### src/smbus_cfg_params.svh
// Constants of the SMBus configuration port: register indexes, reset values, address
// Overview of operation
// - The block only answers as an SMBus target, never drives the clock, and serves block write and read.
// - Each transfer opens with a 7-bit target address and a direction bit, zero to write, one to read.
// - The address has 1101 in its upper four bits and the strap value, caught after reset, in the low three.
// - A block read sets index N, then after a repeated start returns the count byte and bytes from N on.
// - A stop after any whole byte ends the transfer early and keeps every byte completed before it.
// - Index zero holds one read-write enable bit per output, all one after reset, a one leaving the pin in control.
// - A zero enable bit overrides the output's pin and forces the pair to the stop state kept in index eleven.
`ifndef SMBUS_CFG_PARAMS_SVH
`define SMBUS_CFG_PARAMS_SVH

`define ADDR_FIXED 4'hd
`define OE_BYTE_IDX 8'h00
`define COUNT_IDX 8'h07
`define STOP_STATE_IDX 8'h0b
`define OE_RESET 8'hff
`define COUNT_RESET 8'h08
`define STOP_STATE_RESET 8'h00
`define CFG_RESET 8'h00
`define STOP_FIELD_MSB 1
`define STOP_FIELD_LSB 0
`define BITS_PER_BYTE 4'h8
`define ACK_SLOT 4'h9
`define STRAP_SETTLE 2'h2

`endif

### src/smbus_cfg_pkg.sv
// Types shared by the SMBus configuration port
`default_nettype none
package smbus_cfg_pkg;

    // Gray along idle, address, index, count, write; read hangs off write
    typedef enum logic [2:0] {
        ST_IDLE  = 3'h0,
        ST_ADDR  = 3'h1,
        ST_INDEX = 3'h3,
        ST_COUNT = 3'h2,
        ST_WRITE = 3'h6,
        ST_READ  = 3'h7
    } xfer_state_t;

    // Synchronised bus lines and their events
    typedef struct packed {
        logic scl;
        logic sda;
        logic scl_rise;
        logic scl_fall;
        logic start;
        logic stop;
    } line_evt_t;

    // Per-output run enables and the common stop state
    typedef struct packed {
        logic [7:0] run;
        logic [1:0] stop_state;
    } out_ctrl_t;

endpackage
`default_nettype wire

### src/smbus_line_sync.sv
// Two-flop synchroniser and edge, start and stop detection for SCL and SDA
`timescale 1ns/1ps
`default_nettype none
module smbus_line_sync (
    input wire logic core_clk_i,
    input wire logic rst_i,
    input wire logic ce_i,
    input wire logic scl_i,
    input wire logic sda_i,
    output var smbus_cfg_pkg::line_evt_t evt_o
);
    import smbus_cfg_pkg::*;

    logic [1:0] meta_q;
    logic [1:0] sync_q;
    logic [1:0] prev_q;

    // Idle bus is high on both lines, so reset to ones to avoid a false start
    always_ff @(posedge core_clk_i or posedge rst_i) begin
        if (rst_i) begin
            meta_q <= 2'h3;
            sync_q <= 2'h3;
            prev_q <= 2'h3;
        end else if (ce_i) begin
            meta_q <= {scl_i, sda_i};
            sync_q <= meta_q;
            prev_q <= sync_q;
        end
    end

    // Events look only at the second stage and its delayed copy
    always_comb begin
        evt_o.scl = sync_q[1];
        evt_o.sda = sync_q[0];
        evt_o.scl_rise = sync_q[1] & ~prev_q[1];
        evt_o.scl_fall = ~sync_q[1] & prev_q[1];
        evt_o.start = sync_q[1] & prev_q[1] & prev_q[0] & ~sync_q[0];
        evt_o.stop = sync_q[1] & prev_q[1] & ~prev_q[0] & sync_q[0];
    end
endmodule
`default_nettype wire

### src/smbus_cfg_slave.sv
// SMBus target with indexed block access to configuration bytes and output enable control
`timescale 1ns/1ps
`default_nettype none
`include "smbus_cfg_params.svh"
module smbus_cfg_slave #(
    parameter int unsigned REG_COUNT = 12
) (
    input wire logic core_clk_i,
    input wire logic rst_i,
    input wire logic ce_i,
    input wire logic scl_i,
    input wire logic sda_i,
    output logic sda_o,
    output logic sda_oe_n_o,
    input wire logic [2:0] address_strap_pin_i,
    input wire logic [7:0] out_enable_pin_n_i,
    output var smbus_cfg_pkg::out_ctrl_t out_ctrl_o
);
    import smbus_cfg_pkg::*;

    line_evt_t evt;
    xfer_state_t state_q;
    logic [3:0] cnt_q;
    logic [7:0] shift_q;
    logic [7:0] tx_q;
    logic [7:0] ptr_q;
    logic [7:0] remain_q;
    logic rnw_q;
    logic sda_oe_q;
    logic [7:0] cfg_q [REG_COUNT];
    logic [2:0] strap_meta_q;
    logic [2:0] strap_sync_q;
    logic [2:0] own_addr_q;
    logic [1:0] strap_age_q;
    logic [7:0] pin_meta_q;
    logic [7:0] pin_sync_q;
    out_ctrl_t out_q;
    logic addr_match;
    logic rx_byte;
    logic ack_end;
    logic ack_bit_rise;
    logic wr_hit;

    smbus_line_sync i_smbus_line_sync (
        .core_clk_i(core_clk_i),
        .rst_i(rst_i),
        .ce_i(ce_i),
        .scl_i(scl_i),
        .sda_i(sda_i),
        .evt_o(evt)
    );

    // Indexes past the table read as zero rather than wrapping
    function automatic logic [7:0] read_byte(input logic [7:0] idx);
        logic [7:0] val;
        val = 8'h00;
        if (idx < 8'(REG_COUNT)) begin
            val = cfg_q[int'(idx)];
        end
        return val;
    endfunction

    // Byte-slot decode; counter counts SCL rises, nine per byte slot
    assign addr_match = (shift_q[7:1] == {`ADDR_FIXED, own_addr_q});
    assign rx_byte = ce_i & evt.scl_fall & (cnt_q == `BITS_PER_BYTE);
    assign ack_end = ce_i & evt.scl_fall & (cnt_q == `ACK_SLOT);
    assign ack_bit_rise = ce_i & evt.scl_rise & (cnt_q == `BITS_PER_BYTE);
    assign wr_hit = rx_byte && (state_q == ST_WRITE) && (remain_q != 8'h00)
                    && (ptr_q < 8'(REG_COUNT)) && (ptr_q != `COUNT_IDX);

    // Open drain: the data output is only ever a low, the enable does the work
    assign sda_o = 1'b0;
    assign sda_oe_n_o = sda_oe_q;
    assign out_ctrl_o = out_q;

    // Strap is caught once, after the synchroniser has filled
    always_ff @(posedge core_clk_i or posedge rst_i) begin
        if (rst_i) begin
            strap_meta_q <= 3'h0;
            strap_sync_q <= 3'h0;
            strap_age_q <= 2'h0;
            own_addr_q <= 3'h0;
        end else if (ce_i) begin
            strap_meta_q <= address_strap_pin_i;
            strap_sync_q <= strap_meta_q;
            if (strap_age_q != 2'h3) begin
                strap_age_q <= strap_age_q + 2'h1;
            end
            if (strap_age_q == `STRAP_SETTLE) begin
                own_addr_q <= strap_sync_q;
            end
        end
    end

    // Transfer state; start and stop override any byte in progress
    always_ff @(posedge core_clk_i or posedge rst_i) begin
        if (rst_i) begin
            state_q <= ST_IDLE;
            cnt_q <= 4'h0;
        end else if (ce_i) begin
            if (evt.start) begin
                state_q <= ST_ADDR;
                cnt_q <= 4'h0;
            end else if (evt.stop) begin
                state_q <= ST_IDLE;
                cnt_q <= 4'h0;
            end else if (state_q != ST_IDLE) begin
                if (evt.scl_rise && cnt_q != `ACK_SLOT) begin
                    cnt_q <= cnt_q + 4'h1;
                end
                if (rx_byte && state_q == ST_ADDR && !addr_match) begin
                    state_q <= ST_IDLE;
                end
                if (ack_bit_rise && state_q == ST_READ && evt.sda) begin
                    state_q <= ST_IDLE;
                end
                if (evt.scl_fall && cnt_q == `ACK_SLOT) begin
                    cnt_q <= 4'h0;
                    unique case (state_q)
                        ST_ADDR: state_q <= rnw_q ? ST_READ : ST_INDEX;
                        ST_INDEX: state_q <= ST_COUNT;
                        ST_COUNT: state_q <= ST_WRITE;
                        ST_WRITE: state_q <= ST_WRITE;
                        ST_READ: state_q <= ST_READ;
                        default: state_q <= ST_IDLE;
                    endcase
                end
            end
        end
    end

    // Receive shifter, MSB first, sampled on SCL rise
    always_ff @(posedge core_clk_i or posedge rst_i) begin
        if (rst_i) begin
            shift_q <= 8'h00;
            rnw_q <= 1'b0;
        end else if (ce_i) begin
            if (evt.scl_rise && cnt_q < `BITS_PER_BYTE) begin
                shift_q <= {shift_q[6:0], evt.sda};
            end
            if (rx_byte && state_q == ST_ADDR) begin
                rnw_q <= shift_q[0];
            end
        end
    end

    // Index pointer and remaining write count; pointer survives the repeated start
    always_ff @(posedge core_clk_i or posedge rst_i) begin
        if (rst_i) begin
            ptr_q <= 8'h00;
            remain_q <= 8'h00;
        end else if (ce_i) begin
            if (rx_byte && state_q == ST_INDEX) begin
                ptr_q <= shift_q;
            end else if (rx_byte && state_q == ST_COUNT) begin
                remain_q <= shift_q;
            end else if (rx_byte && state_q == ST_WRITE && remain_q != 8'h00) begin
                ptr_q <= ptr_q + 8'h01;
                remain_q <= remain_q - 8'h01;
            end else if (ack_end && state_q == ST_READ) begin
                ptr_q <= ptr_q + 8'h01;
            end
        end
    end

    // SDA drive: ack on ninth clock, read bits change on SCL fall
    always_ff @(posedge core_clk_i or posedge rst_i) begin
        if (rst_i) begin
            sda_oe_q <= 1'b1;
            tx_q <= 8'hff;
        end else if (ce_i) begin
            if (evt.start || evt.stop) begin
                sda_oe_q <= 1'b1;
            end else if (rx_byte) begin
                unique case (state_q)
                    ST_ADDR: sda_oe_q <= !addr_match;
                    ST_INDEX, ST_COUNT, ST_WRITE: sda_oe_q <= 1'b0;
                    ST_READ: sda_oe_q <= 1'b1;
                    default: sda_oe_q <= 1'b1;
                endcase
            end else if (ack_end && state_q == ST_ADDR && rnw_q) begin
                tx_q <= read_byte(`COUNT_IDX);
                sda_oe_q <= read_byte(`COUNT_IDX) >> 7 != 8'h00;
            end else if (ack_end && state_q == ST_READ) begin
                tx_q <= read_byte(ptr_q);
                sda_oe_q <= read_byte(ptr_q) >> 7 != 8'h00;
            end else if (ack_end) begin
                sda_oe_q <= 1'b1;
            end else if (evt.scl_fall && state_q == ST_READ && cnt_q != 4'h0
                         && cnt_q < `BITS_PER_BYTE) begin
                tx_q <= {tx_q[6:0], 1'b1};
                sda_oe_q <= tx_q[6];
            end
        end
    end

    // Configuration bytes; the count byte is read-only
    always_ff @(posedge core_clk_i or posedge rst_i) begin
        if (rst_i) begin
            for (int i = 0; i < REG_COUNT; i++) begin
                if (i == int'(`OE_BYTE_IDX)) begin
                    cfg_q[i] <= `OE_RESET;
                end else if (i == int'(`COUNT_IDX)) begin
                    cfg_q[i] <= `COUNT_RESET;
                end else if (i == int'(`STOP_STATE_IDX)) begin
                    cfg_q[i] <= `STOP_STATE_RESET;
                end else begin
                    cfg_q[i] <= `CFG_RESET;
                end
            end
        end else if (ce_i && wr_hit) begin
            cfg_q[int'(ptr_q)] <= shift_q;
        end
    end

    // Output control; enable pins are asynchronous so they are synchronised first
    always_ff @(posedge core_clk_i or posedge rst_i) begin
        if (rst_i) begin
            pin_meta_q <= 8'hff;
            pin_sync_q <= 8'hff;
            out_q <= '0;
        end else if (ce_i) begin
            pin_meta_q <= out_enable_pin_n_i;
            pin_sync_q <= pin_meta_q;
            out_q.run <= cfg_q[int'(`OE_BYTE_IDX)] & ~pin_sync_q;
            out_q.stop_state <= cfg_q[int'(`STOP_STATE_IDX)][`STOP_FIELD_MSB:`STOP_FIELD_LSB];
        end
    end

    a_addr_nack: assert property (
        @(posedge core_clk_i) disable iff (rst_i)
        (rx_byte && state_q == ST_ADDR && !addr_match) |=> (state_q == ST_IDLE && sda_oe_q))
        else $error("mismatched address was acknowledged");

    a_addr_ack: assert property (
        @(posedge core_clk_i) disable iff (rst_i)
        (rx_byte && state_q == ST_ADDR && addr_match) |=> (!sda_oe_q && rnw_q == $past(shift_q[0])))
        else $error("own address not acknowledged");

    a_dir_select: assert property (
        @(posedge core_clk_i) disable iff (rst_i)
        (ack_end && state_q == ST_ADDR) |=> (state_q == ($past(rnw_q) ? ST_READ : ST_INDEX)))
        else $error("direction bit chose the wrong path");

    a_write_store: assert property (
        @(posedge core_clk_i) disable iff (rst_i)
        (rx_byte && state_q == ST_WRITE && remain_q != 8'h00 && ptr_q == `OE_BYTE_IDX)
        |=> (cfg_q[0] == $past(shift_q) && !sda_oe_q))
        else $error("written byte not stored or not acknowledged");

    a_read_count: assert property (
        @(posedge core_clk_i) disable iff (rst_i)
        (ack_end && state_q == ST_ADDR && rnw_q)
        |=> (state_q == ST_READ && tx_q == cfg_q[int'(`COUNT_IDX)] && sda_oe_q == tx_q[7]))
        else $error("block read did not open with the count byte");

    a_read_nack: assert property (
        @(posedge core_clk_i) disable iff (rst_i)
        (ack_bit_rise && state_q == ST_READ && evt.sda) |=> (state_q == ST_IDLE ##1 sda_oe_q))
        else $error("read continued after host NACK");

    a_stop_ends: assert property (
        @(posedge core_clk_i) disable iff (rst_i)
        (ce_i && evt.stop && !evt.start) |=> (state_q == ST_IDLE && sda_oe_q && cnt_q == 4'h0))
        else $error("stop did not end the transfer");

    a_idle_quiet: assert property (
        @(posedge core_clk_i) disable iff (rst_i)
        (state_q == ST_IDLE && $past(state_q) == ST_IDLE) |-> sda_oe_q)
        else $error("data line driven while idle");

    a_forced_stop: assert property (
        @(posedge core_clk_i) disable iff (rst_i)
        (ce_i && !cfg_q[0][0])[*2] |-> (!out_q.run[0] && out_q.stop_state == $past(cfg_q[11][1:0])))
        else $error("disabled output not forced to stop state");

    a_pin_control: assert property (
        @(posedge core_clk_i) disable iff (rst_i)
        (ce_i && cfg_q[0][0] && !pin_sync_q[0]) |=> out_q.run[0])
        else $error("enabled output ignored its pin");
endmodule
`default_nettype wire

### config.mk
export PLATFORM = sky130hd
export DESIGN_NAME = smbus_cfg_slave
export DESIGN_NICKNAME = d
export VERILOG_FILES = /design/src/smbus_cfg_pkg.sv /design/src/smbus_line_sync.sv /design/src/smbus_cfg_slave.sv
export VERILOG_INCLUDE_DIRS = /design/src
export SDC_FILE = /design/constraint.sdc
export NUM_CORES = 1
export LEC_CHECK = 0
export BUFFER_PORTS_ARGS = -buffer_cell sky130_fd_sc_hd__buf_2
export CORE_ASPECT_RATIO = 1.4
export CORE_MARGIN = 3
export CORE_UTILIZATION = 54
export DETAILED_ROUTE_END_ITERATION = 16
export PLACE_DENSITY = 0.69
export SYNTH_ARGS = -nofsm -noshare
export SYNTH_HDL_FRONTEND = slang
export SYNTH_SLANG_ARGS = --single-unit
### constraint.sdc
create_clock -name core_clk_i -period 6.7 [get_ports core_clk_i]
set_input_delay 0.67 -clock core_clk_i [delete_from_list [all_inputs] [get_ports core_clk_i]]
set_output_delay 0.67 -clock core_clk_i [all_outputs]
set_load 0.02 [all_outputs]
Word level (Yosys, flattened, before mapping)
Index checks and enable logic that the tools add are counted.

cells by class
  add/sub/neg operators = 4
  order comparisons = 4
  equal/unequal tests = 14
  multiplexer cells = 37
  bitwise operators = 22
  reduce and logical (&&, ||, !) cells = 45

operators with widths
  operator                                                                              count
  96-bit bitwise mux                                                                    1
  8-bit two-way mux                                                                     10
  8-bit binary-select mux with 4-bit select                                             1
  8-bit demux with 4-bit select                                                         1
  32-bit by 5-bit greater-or-equal comparator with 1-bit output, second input constant  1
  32-bit by 1-bit less-than comparator with 1-bit output, second input constant         1
  8-bit inverter with 32-bit output                                                     1
  7-bit two-way mux                                                                     4
  1-bit logical AND                                                                     21
  3-bit two-way mux                                                                     7
  4-bit two-way mux                                                                     5
  1-bit AND                                                                             12
  3-bit case mux with 4 select lines                                                    1
  3-bit AND reduction                                                                   4
  3-bit nonzero test                                                                    4
  2-bit AND reduction                                                                   5
  8-bit by 1-bit adder with 8-bit output, second input constant                         1
  8-bit AND                                                                             1
  4-bit equality test, second input constant                                            2
  8-bit by 4-bit less-than comparator with 1-bit output, second input constant          1
  8-bit by 3-bit inequality test with 1-bit output, second input constant               1
  8-bit inverter                                                                        1
  4-bit nonzero test                                                                    2
  8-bit nonzero test                                                                    1
  23 further kinds                                                                      37

word-level totals
  register bits = 179
  output and inout port bits = 12
  word-level logic and storage cells = 157

Longest topological paths before layout
  word-level depth = 12
  gate-level depth with buffers = 10
  mapped depth without buffers = 8

Cells and area by module
Synthesis repeated with hierarchy kept, for this count alone.

unflattened totals
  cell total of the unflattened synthesis = 675
  area total of the unflattened synthesis = 8600.7 um^2

modules (own cells, without submodules)
  module           times used  cells each  area an instance (um^2)  seq. area each (um^2)
  smbus_cfg_slave  1           657         8305.5                   4370.4
  smbus_line_sync  1           18          295.3                    157.7

Worst setup path before layout
Ideal clock, no wire load.

  kind = input-to-reg
  start = input ce_i
  end = register cfg_q[64] in the netlist's numbering
  library setup time = 0.125 ns
  arrival = 2.417 ns
  data required time = 6.575 ns
  setup slack = 4.158 ns
  cell stages on the path = 7
  path buffers = 2
  path through = buf_2 -> nand4b_1 -> nor2_4 -> nand4_4 -> buf_6 -> nor4_4 -> mux2_2

between the ends
  cells in the longest elaborated chain, start to end = 7

RTL lines
  what                             RTL line                source
  start: declaration               smbus_cfg_slave.sv:10   input wire logic ce_i,
  1-bit AND (2 in series)          smbus_cfg_slave.sv:65   assign rx_byte = ce_i & evt.scl_fall & (cnt_q == `BITS_PER_BYTE);
  1-bit logical AND (2 in series)  smbus_cfg_slave.sv:68   assign wr_hit = rx_byte && (state_q == ST_WRITE) && (remain_q != 8'h00)
  1-bit logical AND                smbus_cfg_slave.sv:69   && (ptr_q < 8'(REG_COUNT)) && (ptr_q != `COUNT_IDX);
  1-bit logical AND                smbus_cfg_slave.sv:68
  1-bit logical AND (*)            smbus_cfg_slave.sv:211  end else if (ce_i && wr_hit) begin
  end signal: indexed assignment   smbus_cfg_slave.sv:206  cfg_q[i] <= `STOP_STATE_RESET;
  end signal: indexed assignment   smbus_cfg_slave.sv:208  cfg_q[i] <= `CFG_RESET;
  end signal: indexed assignment   smbus_cfg_slave.sv:212  cfg_q[int'(ptr_q)] <= shift_q;
  end: declaration                 smbus_cfg_slave.sv:30   logic [7:0] cfg_q [REG_COUNT];

Every way passes the cells marked *; elsewhere a longest branch is shown, timed or not.
A chain may end at the register's enable or synchronous reset.

Worst setup path in the final report
  start = register cnt_q[0]
  end = register cfg_q[46] in the netlist's numbering

between the ends
  cells in the longest elaborated chain, start to end = 7

RTL lines
  what                                  RTL line                source
  start: declaration                    smbus_cfg_slave.sv:23   logic [3:0] cnt_q;
  start signal: assignment              smbus_cfg_slave.sv:109  cnt_q <= cnt_q + 4'h1;
  4-bit equality test (no source line)  -
  1-bit AND                             smbus_cfg_slave.sv:65
  1-bit logical AND (2 in series)       smbus_cfg_slave.sv:68
  1-bit logical AND                     smbus_cfg_slave.sv:69
  1-bit logical AND                     smbus_cfg_slave.sv:68
  1-bit logical AND                     smbus_cfg_slave.sv:211

Every way passes these cells.

==> impl_metrics.ini <==
[cts]
cts_buffer_depth = 2
clkSinkCount = 179
ctsHoldBuffers = 0
clkLatencyLatePin_ps = 440
cts_max_level = 4
cts_setup_buffers = 0
clk_pin_slew_worst_paths_ps = 70
cts_root_buf = clkbuf_16
cts_buffers = 17
cts_tree = built
cts-resized-gates = 0

[setup_path]
criticalPathCategory = flop to flop
reg2reg_setup_slack_ps = 3660
rr_worst_depth = 7
path_buf_inv = 1
end_kind = flop
rr_startpoint = cnt_q[0]
r2r-end = cfg_q[46]
cp.arrival_ps = 3360
crit_family = simple AND/OR/NAND/NOR gates
critPathMaxStageDelay_ps = 780
worstSetupPathDepth = 7
path_cells = inv_1 -> ha_1 -> nand4b_1 -> nor2_4 -> nand4_4 -> nor4_4 -> mux2_2
crit_slowest_cell = nor4_4
start_kind = flop
startpoint = cnt_q[0]
crit_fanout = 24
crit_required_ps = 7020

[yosys]
synth.most_common_cell = dfrtp_1
syn_avg_cell_area_um2 = 12.9
synth_top_family_by_area = multiplexers
synth-adder-area-share_pct = 1.60
synthMuxAreaShare_pct = 23.4
synth_cells = 667
syn_nets = 694
yosysTopAreaCell = dfrtp_1
yosys-top-cells-count = 140 x dfrtp_1, 129 x mux2_2, 55 x nand2_1, 39 x dfstp_2, 29 x clkbuf_1
synth-edff-count = 0
yosys.area_share.simple_pct = 10.9
yosysUniqueCellTypes = 60
ys_seq_elements = 179
synth-compound-area-share_pct = 5.75
synth.cell_area_um2 = 8580
synth.area.top_cells = dfrtp_1 41%, mux2_2 17%, dfstp_2 12%
ys.flop_type = dfrtp_1
async_reset_ff_share_pct = 100
synth_top_area_share_pct = 40.8
seq_area_frac_synth_pct = 52.8
synth.yosys.warnings = 0
synthXorXnorAreaFrac_pct = 2.25

[power]
p_int_mw = 1.86
switching_share_pct = 29.4
power_switching_mw = 0.775
ir_worst_vdd_uv = 211
seq_power_share_pct = 52.4
leakage_nw = 4.01
pwr-share-comb_pct = 10.1
cellPowerDensity_nw_per_um2 = 281
clkPwrFrac_pct = 37.4

[final_layout]
area_growth_pct = 9.12
diodes = 0
drive_gt1_share_pct = 39.5
final.fill_count = 1203
multiInputGateArea_um2 = 3770
num-nets-final = 698
regArea_um2 = 4530

[grt]
grt_overflow = 0
grt_pass1_vias = 5541
track_usage_pct = 22.0
antenna_found_initial = 0
grt_max_degree = 127
grt_pass1_wl_mm = 29.7

[floorplanning]
die_w_um = 113
num_rows = 53
die_area_um2 = 17500
fp.dieH_um = 155
io_pins = 28
initial_utilization_pct = 56.0
core_um2 = 15300

[drt]
num_vias = 5282
dr.pass1.iters = 7
drt_iter0_drc = 349
ant_nets = 0
via_per_inst = 6.03
wl_mm = 18.1
wire_per_inst_um = 20.6
drc = 0

[sta]
tns_ps = 0
fin_skew_ps = 10.2
hold_viol = 0
hold_slack_ps = 379
min_period_over_period_pct = 45.3
worstMarginPinSlew_ps = 1120
setup_viol = 0
report.final.slew_viol_count = 0
rsz0062_at_grt = no
timing.final.crit_period_ps = 3040
slew_headroom_pct = 25.1
max_freq_mhz = 329

[flow_run]
maxCapViolations = 0

[min_path]
whs_endpoint = cfg_q[35]
hold_path.startpoint = cfg_q[35]
hp-class = flop to flop
min_delay_path_depth = 0

[place]
portBuffers = 26
dpl.hpwl_mm = 11.9
finalWeightedCongestion = 0.888

[run_status]
status = finished, final reports clean
logic make-up (layout without fill, tap and decap cells):
group                      after synthesis  after routing
and+or+nand+nor                        155            155
other                                    1              1
DFF                                    179            179
buffers and inverters                   65             82
muxes                                  157            157
xor gates and xnor gates                22             22
adders and majority gates               11             11
AOI/OAI and AO/OA                       77             77
how the worst max path moves through the flow:
stage,slack [ps],to
after floorplan,1240,cfg_q[0]
after global placement,3720,cfg_q[60]
after detailed placement,3560,tx_q[4]
after CTS,3680,cfg_q[61]
after global routing,3490,cfg_q[61]
final,3660,cfg_q[46]
placed cells by master, fill, tap and decap left out, types with 18 or more instances in the layout:
cell type  synthesis  final
dfrtp_1          140    139
mux2_2           129    129
nand2_1           55     55
dfstp_2           39     39
buf_2              7     26
nor2_1            24     24
o21ai_0           24     24
mux4_2            22     22
a21oi_1           18     18
inv_1             19     18
state kept, by name (all words and copies together), names as in the netlist, 4 cells and up:
name and flops:
ptr_q 8, tx_q 7, out_ctrl_o 10, shift_q 8, pin_meta_q 8, cnt_q 4
remain_q 8, cfg_q 96, pin_sync_q 8
power groups by stage:
stage	clock network [mW]	logic, mW	registers (mW)
2_1_floorplan	0	0.284	1.25
3_3_place_gp	0	0.255	1.39
3_5_place_dp	0	0.265	1.40
4_1_cts	1.00	0.268	1.38
5_1_grt	1.05	0.300	1.39
6_report	0.986	0.267	1.38
per-layer routing:
metal / part of all wire (%) / wire length [um] / up-vias / GRT usage [%]
li1: - / - / 2398 / -
met1: 41 / 7500 / 2717 / 26.8
met2: 51 / 9280 / 134 / 37.5
met3: 4.2 / 767 / 33 / 5.41
met4: 2.9 / 524 / 0 / 9.22
met5: 0 / 0 / - / 0
final cells by class:
type                            instances  share of cell area, %
Timing Repair Buffer                   30                   1.71
Tap cell                              192                   2.57
Sequential cell                       179                   48.4
Inverter                               20                  0.856
Multi-Input combinational cell        423                   40.3
Clock buffer                           17                   4.54
Clock inverter                         15                   1.66
per-stage QoR:
stage	area (um2)	worst slack [ps]	cells	util [%]	total power [mW]
after global placement	8780	3720	844	57.3	1.65
after floorplan	8580	1240	667	-	1.54
after global routing	9360	3490	876	61.1	2.74
after CTS	9360	3680	876	61.1	2.65
final	9360	3660	876	61.1	2.63
after detailed placement	8780	3560	844	57.3	1.66
Note: power is estimated with default switching activity, not from simulation.
